$ cat src/shared/bspfm_pkg.sv
package bspfm_pkg;
  // ********************************
  // Sizes and offsets
  // ********************************
  localparam int PTR_W = 4;
  localparam int DEPTH = 16;
  localparam logic [PTR_W:0] FILL_FULL = 5'h10;
  // Thresholds in percent of capacity, rounded up to whole characters
  localparam int HI_PCT = 80;
  localparam int LO_PCT = 20;
  localparam logic [PTR_W:0] FILL_HI = (PTR_W+1)'((DEPTH * HI_PCT + 99) / 100);
  localparam logic [PTR_W:0] FILL_LO = (PTR_W+1)'((DEPTH * LO_PCT + 99) / 100);
  localparam logic [11:0] ADDR_CTRL = 12'h000;
  localparam logic [11:0] ADDR_DIV = 12'h004;
  localparam logic [11:0] ADDR_TXD = 12'h008;
  localparam logic [11:0] ADDR_RXD = 12'h00C;
  localparam logic [11:0] ADDR_STAT = 12'h010;
  // Control field positions
  localparam int C_ECHO = 0;
  localparam int C_FLOW = 1;
  localparam int C_MODEM = 2;
  localparam int C_XMODEM = 3;
  localparam int C_PORT1 = 4;
  localparam int C_RS485 = 5;
  localparam int S_OVERRUN = 17;
  localparam logic [15:0] DIV_RESET = 16'h00AE;
  localparam logic [7:0] TERM_RESET = 8'h0D;
  localparam logic [7:0] CHAR_CR = 8'h0D;
  localparam logic [6:0] XBLOCK_LAST = 7'h7F;
  // Modem messages, left aligned, space padded
  localparam logic [79:0] MSG_LINK = "CONNECT   ";
  localparam logic [3:0] LEN_LINK = 4'h7;
  localparam logic [79:0] MSG_LOST = "NO CARRIER";
  localparam logic [3:0] LEN_LOST = 4'hA;

  // ********************************
  // Types
  // ********************************
  typedef enum logic [1:0] {
    LN_IDLE = 2'b00,
    LN_START = 2'b01,
    LN_DATA = 2'b10,
    LN_STOP = 2'b11
  } bspfm_line_type;

  typedef struct packed {
    logic [2:0] syncA;
    logic [2:0] syncB;
    logic [5:0] ctrl;
    logic [7:0] term;
    logic [15:0] div;
    bspfm_line_type rxSt;
    logic [15:0] rxCnt;
    logic [2:0] rxBit;
    logic [7:0] rxShift;
    bspfm_line_type txSt;
    logic [15:0] txCnt;
    logic [2:0] txBit;
    logic [7:0] txShift;
    logic txLine;
    logic [PTR_W-1:0] rxWr;
    logic [PTR_W-1:0] rxRd;
    logic [PTR_W:0] rxFill;
    logic [PTR_W-1:0] txWr;
    logic [PTR_W-1:0] txRd;
    logic [PTR_W:0] txFill;
    logic [PTR_W:0] lineCount;
    logic rts;
    logic overrun;
    logic txIntEn;
    logic dataMode;
    logic [6:0] xCount;
    logic [3:0] idxLink;
    logic [3:0] idxLost;
    logic okLink;
    logic okLost;
    logic [31:0] prdata;
  } bspfm_state_type;

  localparam bspfm_state_type ST_RESET = '{
    syncA: 3'h7, syncB: 3'h7, term: TERM_RESET, div: DIV_RESET,
    rxSt: LN_IDLE, txSt: LN_IDLE, txLine: 1'b1, okLink: 1'b1, okLost: 1'b1,
    default: '0};
endpackage : bspfm_pkg

$ cat src/logic/bspfm_serial_port.sv
// How it works
// - Each received character is stored in the receive buffer at once unless the buffer is full.
// - Software reads one character, each flagged when it is the terminator.
// - Characters waiting while the transmitter idles start transmission by themselves.
// - Transmit interrupt enable drops after the last buffered character is sent.
// - With echo on, every received character is queued for retransmission if the transmit buffer has room.
// - With flow control, request-to-send rises at 80 percent receive fill.
// - Request-to-send falls only when fill is below 20 percent.
// - Port one has no request-to-send or clear-to-send lines.
// - Port zero is RS-232 only; port one may run RS-485.
// - XMODEM transfers whole 128-byte blocks; a block counter tracks this.
// - Echo is suspended while an XMODEM transfer runs.
// - With modem option, characters read out are scanned for modem messages.
// - Command mode until a link message, then data mode.
// - In data mode the carrier-lost message is still watched.
// - Modem messages end at carriage return.
// - In modem mode clear-to-send is ignored.
//
// The APB register port and the placing of the registers are this design's own decisions.
`timescale 1ns/1ps
`default_nettype none
module bspfm_serial_port
  import bspfm_pkg::*;
(
  input wire logic ref_clk,
  input wire logic resetn,
  input wire logic psel,
  input wire logic penable,
  input wire logic pwrite,
  input wire logic [11:0] paddr,
  input wire logic [31:0] pwdata,
  output logic [31:0] prdata,
  output logic pready,
  output logic pslverr,
  input wire logic rxd0,
  input wire logic cts0,
  output logic txd0,
  output logic rts0,
  input wire logic rxd1,
  output logic txd1,
  output logic de1
);
  // ********************************
  // Reset release and state
  // ********************************
  logic [1:0] rstPipe;
  logic rstn;
  bspfm_state_type st;
  bspfm_state_type next_st;
  logic [7:0] rxMem [DEPTH];
  logic [7:0] txMem [DEPTH];
  logic rxDone, rxPush, rxPop, txPush, txPop, echoPush, hostPush;
  logic [7:0] txData, popChar;
  logic rxIn, ctsIn, ctsOk, apbSetup, apbAcc, mapped, collide;

  // Two-stage release so every state flop leaves reset on the same edge
  always_ff @(posedge ref_clk or negedge resetn) begin
    if (!resetn) begin
      rstPipe <= 2'b00;
    end else begin
      rstPipe <= {rstPipe[0], 1'b1};
    end
  end
  assign rstn = rstPipe[1];

  // Message byte at a given position, left to right
  function automatic logic [7:0] msgChar(input logic [79:0] msg, input logic [3:0] idx);
    msgChar = msg[79 - 8 * idx -: 8];
  endfunction : msgChar

  // Fill step for a circular buffer with one writer and one reader
  function automatic logic [PTR_W:0] fillStep(input logic [PTR_W:0] f, input logic inc,
                                             input logic dec);
    fillStep = f + {{PTR_W{1'b0}}, inc} - {{PTR_W{1'b0}}, dec};
  endfunction : fillStep

  // ********************************
  // Pin routing
  // ********************************
  assign rxIn = st.ctrl[C_PORT1] ? st.syncB[2] : st.syncB[0];
  assign ctsIn = st.syncB[1];
  // Modem mode and port one do not look at the handshake line
  assign ctsOk = st.ctrl[C_PORT1] | st.ctrl[C_MODEM] | ~ctsIn;
  assign txd0 = st.ctrl[C_PORT1] ? 1'b1 : st.txLine;
  assign txd1 = st.ctrl[C_PORT1] ? st.txLine : 1'b1;
  assign de1 = st.ctrl[C_PORT1] & st.ctrl[C_RS485] & (st.txSt != LN_IDLE);
  assign rts0 = st.rts;
  assign prdata = st.prdata;

  // ********************************
  // APB decode
  // ********************************
  assign apbSetup = psel & ~penable;
  assign apbAcc = psel & penable;
  assign mapped = (paddr == ADDR_CTRL) | (paddr == ADDR_DIV) | (paddr == ADDR_TXD) |
                  (paddr == ADDR_RXD) | (paddr == ADDR_STAT);
  // A host write loses to an echo in the same cycle; the wait is one cycle
  assign collide = apbAcc & pwrite & (paddr == ADDR_TXD) & echoPush;
  assign pready = ~collide;
  assign pslverr = apbAcc & ~mapped;
  assign popChar = rxMem[st.rxRd];

  // ********************************
  // Next state
  // ********************************
  always_comb begin
    next_st = st;
    rxDone = 1'b0;
    rxPush = 1'b0;
    rxPop = 1'b0;
    txPop = 1'b0;
    echoPush = 1'b0;
    hostPush = 1'b0;
    // Pins pass two flops before use
    next_st.syncA = {rxd1, cts0, rxd0};
    next_st.syncB = st.syncA;
    // Read data captured in setup so it is stable through the access
    if (apbSetup && !pwrite) begin
      unique case (paddr)
        ADDR_CTRL: next_st.prdata = {16'h0000, st.term, 2'b00, st.ctrl};
        ADDR_DIV: next_st.prdata = {16'h0000, st.div};
        ADDR_RXD: next_st.prdata = {22'h000000, st.rxFill != '0,
                                    popChar == st.term, popChar};
        ADDR_STAT: next_st.prdata = {3'b000, st.lineCount, 2'b00, st.xCount == '0,
                                     st.txSt != LN_IDLE, st.dataMode, st.txIntEn,
                                     st.overrun, st.rts, 3'b000, st.txFill,
                                     3'b000, st.rxFill};
        default: next_st.prdata = 32'h00000000;
      endcase
    end
    // Register writes; hardware events below override the clear
    if (apbAcc && pwrite) begin
      unique case (paddr)
        ADDR_CTRL: begin
          next_st.ctrl = pwdata[5:0];
          next_st.term = pwdata[15:8];
        end
        ADDR_DIV: next_st.div = pwdata[15:0];
        ADDR_STAT: if (pwdata[S_OVERRUN]) next_st.overrun = 1'b0;
        default: ;
      endcase
    end
    // Receiver: half-bit wait, then sample mid bit
    unique case (st.rxSt)
      LN_IDLE: begin
        if (!rxIn) begin
          next_st.rxSt = LN_START;
          next_st.rxCnt = st.div >> 1;
        end
      end
      LN_START: begin
        if (st.rxCnt != '0) begin
          next_st.rxCnt = st.rxCnt - 16'h0001;
        end else if (rxIn) begin
          next_st.rxSt = LN_IDLE; // Glitch, not a start bit
        end else begin
          next_st.rxSt = LN_DATA;
          next_st.rxCnt = st.div;
          next_st.rxBit = 3'h0;
        end
      end
      LN_DATA: begin
        if (st.rxCnt != '0) begin
          next_st.rxCnt = st.rxCnt - 16'h0001;
        end else begin
          next_st.rxShift = {rxIn, st.rxShift[7:1]};
          next_st.rxCnt = st.div;
          next_st.rxBit = st.rxBit + 3'h1;
          if (st.rxBit == 3'h7) next_st.rxSt = LN_STOP;
        end
      end
      LN_STOP: begin
        if (st.rxCnt != '0) begin
          next_st.rxCnt = st.rxCnt - 16'h0001;
        end else begin
          next_st.rxSt = LN_IDLE;
          rxDone = rxIn; // Framing errors are dropped
        end
      end
    endcase
    // Store or drop the finished character
    if (rxDone) begin
      if (st.rxFill == FILL_FULL) begin
        next_st.overrun = 1'b1;
      end else begin
        rxPush = 1'b1;
      end
      if (st.ctrl[C_XMODEM]) begin
        next_st.xCount = st.xCount + 7'h01;
      end
      echoPush = st.ctrl[C_ECHO] & ~st.ctrl[C_XMODEM] &
                 (st.txFill != FILL_FULL);
    end
    if (!st.ctrl[C_XMODEM]) next_st.xCount = 7'h00;
    hostPush = apbAcc & pwrite & (paddr == ADDR_TXD) & ~collide &
               (st.txFill != FILL_FULL);
    txPush = echoPush | hostPush;
    txData = echoPush ? st.rxShift : pwdata[7:0];
    if (rxPush) begin
      next_st.rxWr = st.rxWr + 1'b1;
    end
    // Pop only what setup reported valid; a late arrival waits for the next read
    rxPop = apbAcc & ~pwrite & (paddr == ADDR_RXD) & st.prdata[9];
    if (rxPop) begin
      next_st.rxRd = st.rxRd + 1'b1;
    end
    next_st.lineCount = fillStep(st.lineCount, rxPush && st.rxShift == st.term,
                                 rxPop && popChar == st.term);
    // Modem scan on characters read out, both messages at once
    if (rxPop && st.ctrl[C_MODEM]) begin
      if (popChar == CHAR_CR) begin
        if (st.okLink && st.idxLink == LEN_LINK) next_st.dataMode = 1'b1;
        if (st.okLost && st.idxLost == LEN_LOST) next_st.dataMode = 1'b0;
        next_st.idxLink = 4'h0;
        next_st.idxLost = 4'h0;
        next_st.okLink = 1'b1;
        next_st.okLost = 1'b1;
      end else begin
        next_st.okLink = st.okLink & (st.idxLink < LEN_LINK) &
                         (popChar == msgChar(MSG_LINK, st.idxLink));
        next_st.okLost = st.okLost & (st.idxLost < LEN_LOST) &
                         (popChar == msgChar(MSG_LOST, st.idxLost));
        if (st.idxLink != 4'hF) next_st.idxLink = st.idxLink + 4'h1;
        if (st.idxLost != 4'hF) next_st.idxLost = st.idxLost + 4'h1;
      end
    end
    if (!st.ctrl[C_MODEM]) next_st.dataMode = 1'b0;
    // Transmitter
    unique case (st.txSt)
      LN_IDLE: begin
        if (st.txFill != '0 && ctsOk) begin
          txPop = 1'b1;
          next_st.txShift = txMem[st.txRd];
          next_st.txSt = LN_START;
          next_st.txCnt = st.div;
          next_st.txLine = 1'b0;
        end
      end
      LN_START: begin
        if (st.txCnt != '0) begin
          next_st.txCnt = st.txCnt - 16'h0001;
        end else begin
          next_st.txSt = LN_DATA;
          next_st.txCnt = st.div;
          next_st.txBit = 3'h0;
          next_st.txLine = st.txShift[0];
        end
      end
      LN_DATA: begin
        if (st.txCnt != '0) begin
          next_st.txCnt = st.txCnt - 16'h0001;
        end else begin
          next_st.txCnt = st.div;
          next_st.txBit = st.txBit + 3'h1;
          next_st.txShift = st.txShift >> 1;
          next_st.txLine = st.txShift[1];
          if (st.txBit == 3'h7) begin
            next_st.txSt = LN_STOP;
            next_st.txLine = 1'b1;
          end
        end
      end
      LN_STOP: begin
        if (st.txCnt != '0) begin
          next_st.txCnt = st.txCnt - 16'h0001;
        end else begin
          next_st.txSt = LN_IDLE;
          if (st.txFill == '0 && !txPush) next_st.txIntEn = 1'b0;
        end
      end
    endcase
    if (txPush) begin
      next_st.txWr = st.txWr + 1'b1;
      next_st.txIntEn = 1'b1;
    end
    if (txPop) begin
      next_st.txRd = st.txRd + 1'b1;
    end
    next_st.rxFill = fillStep(st.rxFill, rxPush, rxPop);
    next_st.txFill = fillStep(st.txFill, txPush, txPop);
    // Hysteresis keeps the line from chattering near one threshold
    if (!st.ctrl[C_FLOW] || st.ctrl[C_PORT1]) begin
      next_st.rts = 1'b0;
    end else if (st.rxFill >= FILL_HI) begin
      next_st.rts = 1'b1;
    end else if (st.rxFill < FILL_LO) begin
      next_st.rts = 1'b0;
    end
  end

  // ********************************
  // Registers and buffers
  // ********************************
  always_ff @(posedge ref_clk or negedge rstn) begin
    if (!rstn) begin
      st <= ST_RESET;
    end else begin
      st <= next_st;
    end
  end

  // Buffer storage needs no reset; fill counts guard stale words
  always_ff @(posedge ref_clk) begin
    if (rxPush) rxMem[st.rxWr] <= st.rxShift;
    if (txPush) txMem[st.txWr] <= txData;
  end
endmodule : bspfm_serial_port
`default_nettype wire

$ cat config.mk
export PLATFORM = sky130hd
export DESIGN_NAME = bspfm_serial_port
export DESIGN_NICKNAME = d
export VERILOG_FILES = /design/src/shared/bspfm_pkg.sv /design/src/logic/bspfm_serial_port.sv
export SDC_FILE = /design/constraint.sdc
export NUM_CORES = 1
export LEC_CHECK = 0
export ABC_CLOCK_PERIOD_IN_PS = 7900
export BUFFER_PORTS_ARGS = -buffer_cell sky130_fd_sc_hd__buf_4
export CAP_MARGIN = 20
export CORE_MARGIN = 2
export CORE_UTILIZATION = 45
export CTS_CLUSTER_DIAMETER = 40
export DETAILED_ROUTE_END_ITERATION = 10
export MAX_ROUTING_LAYER = met4
export PLACE_DENSITY_LB_ADDON = 0.08
export SKIP_LAST_GASP = 1
export SLEW_MARGIN = 20
export SYNTH_ARGS = -nofsm -noshare
export SYNTH_HDL_FRONTEND = slang
export SYNTH_SLANG_ARGS = --single-unit
$ cat constraint.sdc
create_clock -name ref_clk -period 7.9 [get_ports ref_clk]
set_input_delay 0.79 -clock ref_clk [delete_from_list [all_inputs] [get_ports ref_clk]]
set_output_delay 0.79 -clock ref_clk [all_outputs]
set_load 0.03 [all_outputs]
---- Word-level counts from Yosys, hierarchy flattened ----
Memories as Yosys holds them, arrays and structs flattened.
Cells that the tools add are included.
word-level totals
  flip-flop bits (word level) ............. 181
  latch bits .............................. 0
  memory bits (writable) .................. 256
  ROM bits ................................ 0
  input bits .............................. 52
  output and inout port bits .............. 38
  logic and storage cells ................. 249
  memories kept ........................... 2
memory list
  memory  depth  bits a word  read ports  clocked after memory_dff  write ports  RTL line                 RTL
  rxMem   16     8            1           0                         1            bspfm_serial_port.sv:50  logic [7:0] rxMem [DEPTH];
  txMem   16     8            1           0                         1            bspfm_serial_port.sv:51  logic [7:0] txMem [DEPTH];
cells by class
  add/subtract/negate cells ............... 19
  $mul .................................... 0
  div/mod/pow operators ................... 0
  order comparisons ....................... 4
  eq/ne operators ......................... 42
  shift-type cells ........................ 2
  mux-type cells .......................... 68
  bitwise logic cells ..................... 33
  reduce and logical (&&, ||, !) cells .... 47
operators by type and width
  kind                                                                           number
  87-bit by 33-bit indexed part select with 8-bit output (first input constant)  2
  18-bit case mux with 4 select lines                                            2
  29-bit case mux with 4 select lines                                            1
  16-bit 2-to-1 mux                                                              5
  18-bit 2-to-1 mux                                                              2
  1-bit 2-to-1 mux                                                               33
  8-bit == test                                                                  4
  16-bit nonzero test                                                            2
  16-bit by 1-bit subtractor with 16-bit output (second input constant)          2
  2-bit != test (second input constant)                                          14
  4-bit by 1-bit adder with 4-bit output (second input constant)                 6
  12-bit by 4-bit == test with 1-bit output (second input constant)              2
  1-bit AND                                                                      19
  19-bit 2-to-1 mux                                                              1
  2-bit 2-to-1 mux                                                               9
  8-bit case mux with 2 select lines                                             1
  2-bit nonzero test                                                             8
  7-bit by 7-bit subtractor with 8-bit output (first input constant)             2
  5-bit by 1-bit adder with 5-bit output                                         3
  3-bit AND reduction                                                            5
  5-bit by 1-bit subtractor with 5-bit output                                    3
  7-bit 2-to-1 mux                                                               2
  12-bit by 3-bit == test with 1-bit output (second input constant)              1
  12-bit by 5-bit == test with 1-bit output (second input constant)              1
  other kinds (41)                                                               85

---- Logic depth before layout (Yosys ltp) ----
  depth after elaboration ................. 15
  mapped depth ............................ 18

---- Worst setup path after synthesis ----
OpenSTA, ideal clock, no wires.
  path kind ............................... flip-flop to flip-flop
  start ................................... reg st[125] (netlist name)
  end ..................................... reg st[62] (netlist name)
  setup time .............................. 123 ps
  arrival time ............................ 3637 ps
  required time ........................... 7777 ps
  path slack .............................. 4140 ps
  stages on the path, launching flop included .. 18
  cell sequence ........................... dfrtp_1 > inv_1 > ha_1 > or4b_2 > buf_2 > nor4_4 > and2_1 > nand3_1 > o21a_1 > clkbuf_1 > ha_1 > inv_1 > ha_1 > fa_1 > a21oi_1 > nor2_1 > nor2_1 > xnor2_1
RTL lines
  item                    RTL line                  RTL
  from (decl)             bspfm_serial_port.sv:48   bspfm_state_type st;
  from (signal assigned)  bspfm_serial_port.sv:298  st <= next_st;

==> flow_summary_export.csv <==
group,metric,value,unit
floorplan,die_area,47300,um2
sta,period_minus_slack,5.43,ns
cts,ctsResizeCount,0,
detailed_routing,avgRoutedWirePerCell,20.7,um
cts,cts_buffer_depth,3,
detailed_routing,route.detailed.drc,0,
synthesis,syn_area,20500,um2
power_and_ir_drop,peakVddDrop,161,uV
sta,tightest_slew,1.05,ns
cts,cts_sinks,432,
placed_design,placed_cell_area,21400,um2
sta,fin_crit_sh,0.687,
synthesis,synth_flop_cell,"edfxtp_1",
floorplan,fp-row-count,78,
placed_design,place_hpwl,31400,um
synthesis,netlist_instances,1548,
final_layout,diodes,0,
global_route,grt_max_degree,172,
critical_path,reg2reg_from,"st[125]",
cts,cts_made_buffers,71,
final_layout,fin_nets,1710,
sta,max-slew-margin-rel,0.300,
cts,path_clk_slew,0.05,ns
synthesis,synth_edf_count,256,
detailed_routing,vias,12633,
outcome,status,"finished, final reports clean",
cts,cts_hold_buf,1,
power_and_ir_drop,p_leak,0.00899,uW
critical_path,ff2ff_path_depth,15,
synthesis,synth.distinct_cells,81,
job,cap_violations,0,
final_layout,fin_area,23800,um2
critical_path,ff2ff_setup_slack,2.47,ns
cts,htreeDepth,3,
detailed_routing,drtPass1Iterations,5,
final_layout,area_delta_synth_final,16.0,%
detailed_routing,antenna_left,0,
synthesis,ys_seq_area_frac,0.591,
final_layout,fillers,3765,
sta,setup_viol,0,
synthesis,synthTopCellsByArea,"edfxtp_1 37%, dfrtp_1 19%, mux4_2 7.4%, mux2_2 3.4%, ha_1 3.3%",
power_and_ir_drop,power_density,270,nW/um2
placed_design,dp_cells,2127,
global_route,grt_pass1_wl,73800,um
critical_path,required,8.35,ns
floorplan,pin_count,90,
global_route,grt_use_total,0.210,
synthesis,yosysWarnings,0,
synthesis,yosysTopAreaCell,"edfxtp_1",
final_layout,utilization,0.526,
sta,slew_violations,0,
floorplan,start_util,0.454,
power_and_ir_drop,total_power,6410,uW
floorplan,core-area,45200,um2
detailed_routing,drt_iter0_drc,1071,
sta,skew,0.0221,ns
detailed_routing,via_per_inst,5.60,
cts,cts_tree,"done",
critical_path,r2r_end,"st[57]",
placed_design,port_buffers,69,
sta,fmax,184,MHz
sta,fin_tns_setup,0,ns
critical_path,cp-start-kind,"flip-flop",
synthesis,async_flop_share,0.407,
placed_design,gp_congestion,0.827,
sta,rsz0062_at_grt,"no",
global_route,grt.overflow.total,0,
global_route,antenna_found_initial,0,
sta,final-hold-violation-count,0,
synthesis,synth_top_cell_area_share,0.375,
critical_path,cp-end-kind,"flip-flop",
floorplan,die_w,217,um
synthesis,syn_avg_cell_area,13.2,um2
detailed_routing,drt-total-wl,46800,um
cts,insertion_delay,0.59,ns
synthesis,synth_seq_cells,432,
critical_path,path_max_fanout,11,
final_layout,final_cell_count_no_fill,2257,
critical_path,arrival,5.88,ns
global_route,grt_pass1_vias,12748,
cts,cts_root_buf,"clkbuf_16",
worst_hold_path,worstHoldPathType,"flip-flop to async pin",
cts,post_cts_buffers,0,
floorplan,fp.dieH,217,um
final_layout,drive_above_1_share,0.221,
critical_path,path_class,"flip-flop to flip-flop",
-- synth_stat cells (7+ instances only) --
cell type / instances
nor2_1: 93
nor4_1: 16
edfxtp_1: 256
a32oi_1: 9
xor2_1: 27
mux4_2: 67
buf_2: 15
nand3_1: 26
nor3b_1: 7
nand4_1: 15
nor3_1: 24
a22oi_1: 8
ha_1: 54
buf_1: 8
xnor2_1: 27
or3_1: 9
nand2b_1: 13
o21ai_0: 108
inv_1: 54
mux2_2: 62
mux2i_1: 34
nor2b_1: 21
clkbuf_1: 51
nand2_1: 99
buf_4: 36
dfstp_2: 17
dfrtp_1: 159
a221oi_1: 7
and2_1: 19
a21oi_1: 69
a31oi_1: 7
-- through the flow --
stage | worst slack (ns) | hold slack, ns
final | 2.47 | 0.112
after global routing | 2.14 | 0.122
after CTS | 2.51 | 0.115
after detailed placement | 2.55 | 0.111
after global placement | 2.60 | 0.107
after floorplan | 2.66 | 0.331
-- cell families (layout without fill, tap and decap cells) --
group | count (synthesis) | count (layout) | share of synthesized area
AOI/OAI and AO/OA | 279 | 279 | 0.0835
xor gates and xnor gates | 54 | 54 | 0.0231
adders and majority gates | 59 | 59 | 0.0369
buffers and inverters | 171 | 276 | 0.0403
DFF | 432 | 432 | 0.591
muxes | 167 | 167 | 0.129
other | 2 | 6 | 0.000366
and+or+nand+nor | 384 | 384 | 0.0958
-- metal layers --
metal	global-route usage	share of wire	up-vias
met2	0.328	0.47	305
met1	0.281	0.46	6349
met5	-	0	-
met4	0.0721	0.023	0
li1	-	-	5893
met3	0.0353	0.045	86
-- area by class of cell --
cell class                 instances  area, um2  share of cell area
sequential                       432      12100               0.509
multi-input combinational        949       7600               0.320
clock buffer                      98       2010              0.0846
tap                              600        751              0.0316
timing repair buffer              91        698              0.0294
clock inverter                    31        393              0.0165
inverter                          56        210             0.00884
-- state kept, by name (all words and copies together) (netlist names), named ones only --
name / flops
st: 141
rxMem: 128
txMem: 128
prdata: 27
next_st: 3
rstPipe: 2
ctsIn: 1
rts0: 1
-- critical path, cell delays in order (launching register included) --
cell	delay (ns)
dfrtp_1	0.40
inv_1	0.07
ha_1	0.20
or4b_2	0.72
nor4_4	0.34
and2_1	0.43
nand3_1	0.32
nor2b_1	0.88
nand3_1	0.35
ha_1	0.39
inv_1	0.04
ha_1	0.19
fa_1	0.43
a21o_1	0.19
a21oi_1	0.21
xnor2_1	0.10
-- placed cells by master (no fill, tap or decap), drive strengths merged, types with 60 or more instances in the layout --
cell    synthesis  routed
inv            54      60
nor2           93      93
edfxtp        256     256
nand2          99      99
clkbuf         52      98
mux4           71      71
buf            63      90
o21ai         111     111
a21oi          70      70
mux2           62      62
dfrtp         159     159
-- worst max-delay path by stage --
stage	start	end	slack, ns
floorplan	rstPipe[1]	async pin	2.66
global placement	st[125]	st[57]	2.60
detailed placement	st[125]	st[57]	2.55
CTS	st[125]	st[57]	2.51
global route	st[125]	st[57]	2.14
finish	st[125]	st[57]	2.47
-- power by group --
| part | switching (uW) | internal, uW |
|---|---|---|
| logic | 345 | 285 |
| registers | 159 | 2540 |
| clock network | 1060 | 2020 |
No activity file was read; power rests on OpenSTA's default activity.
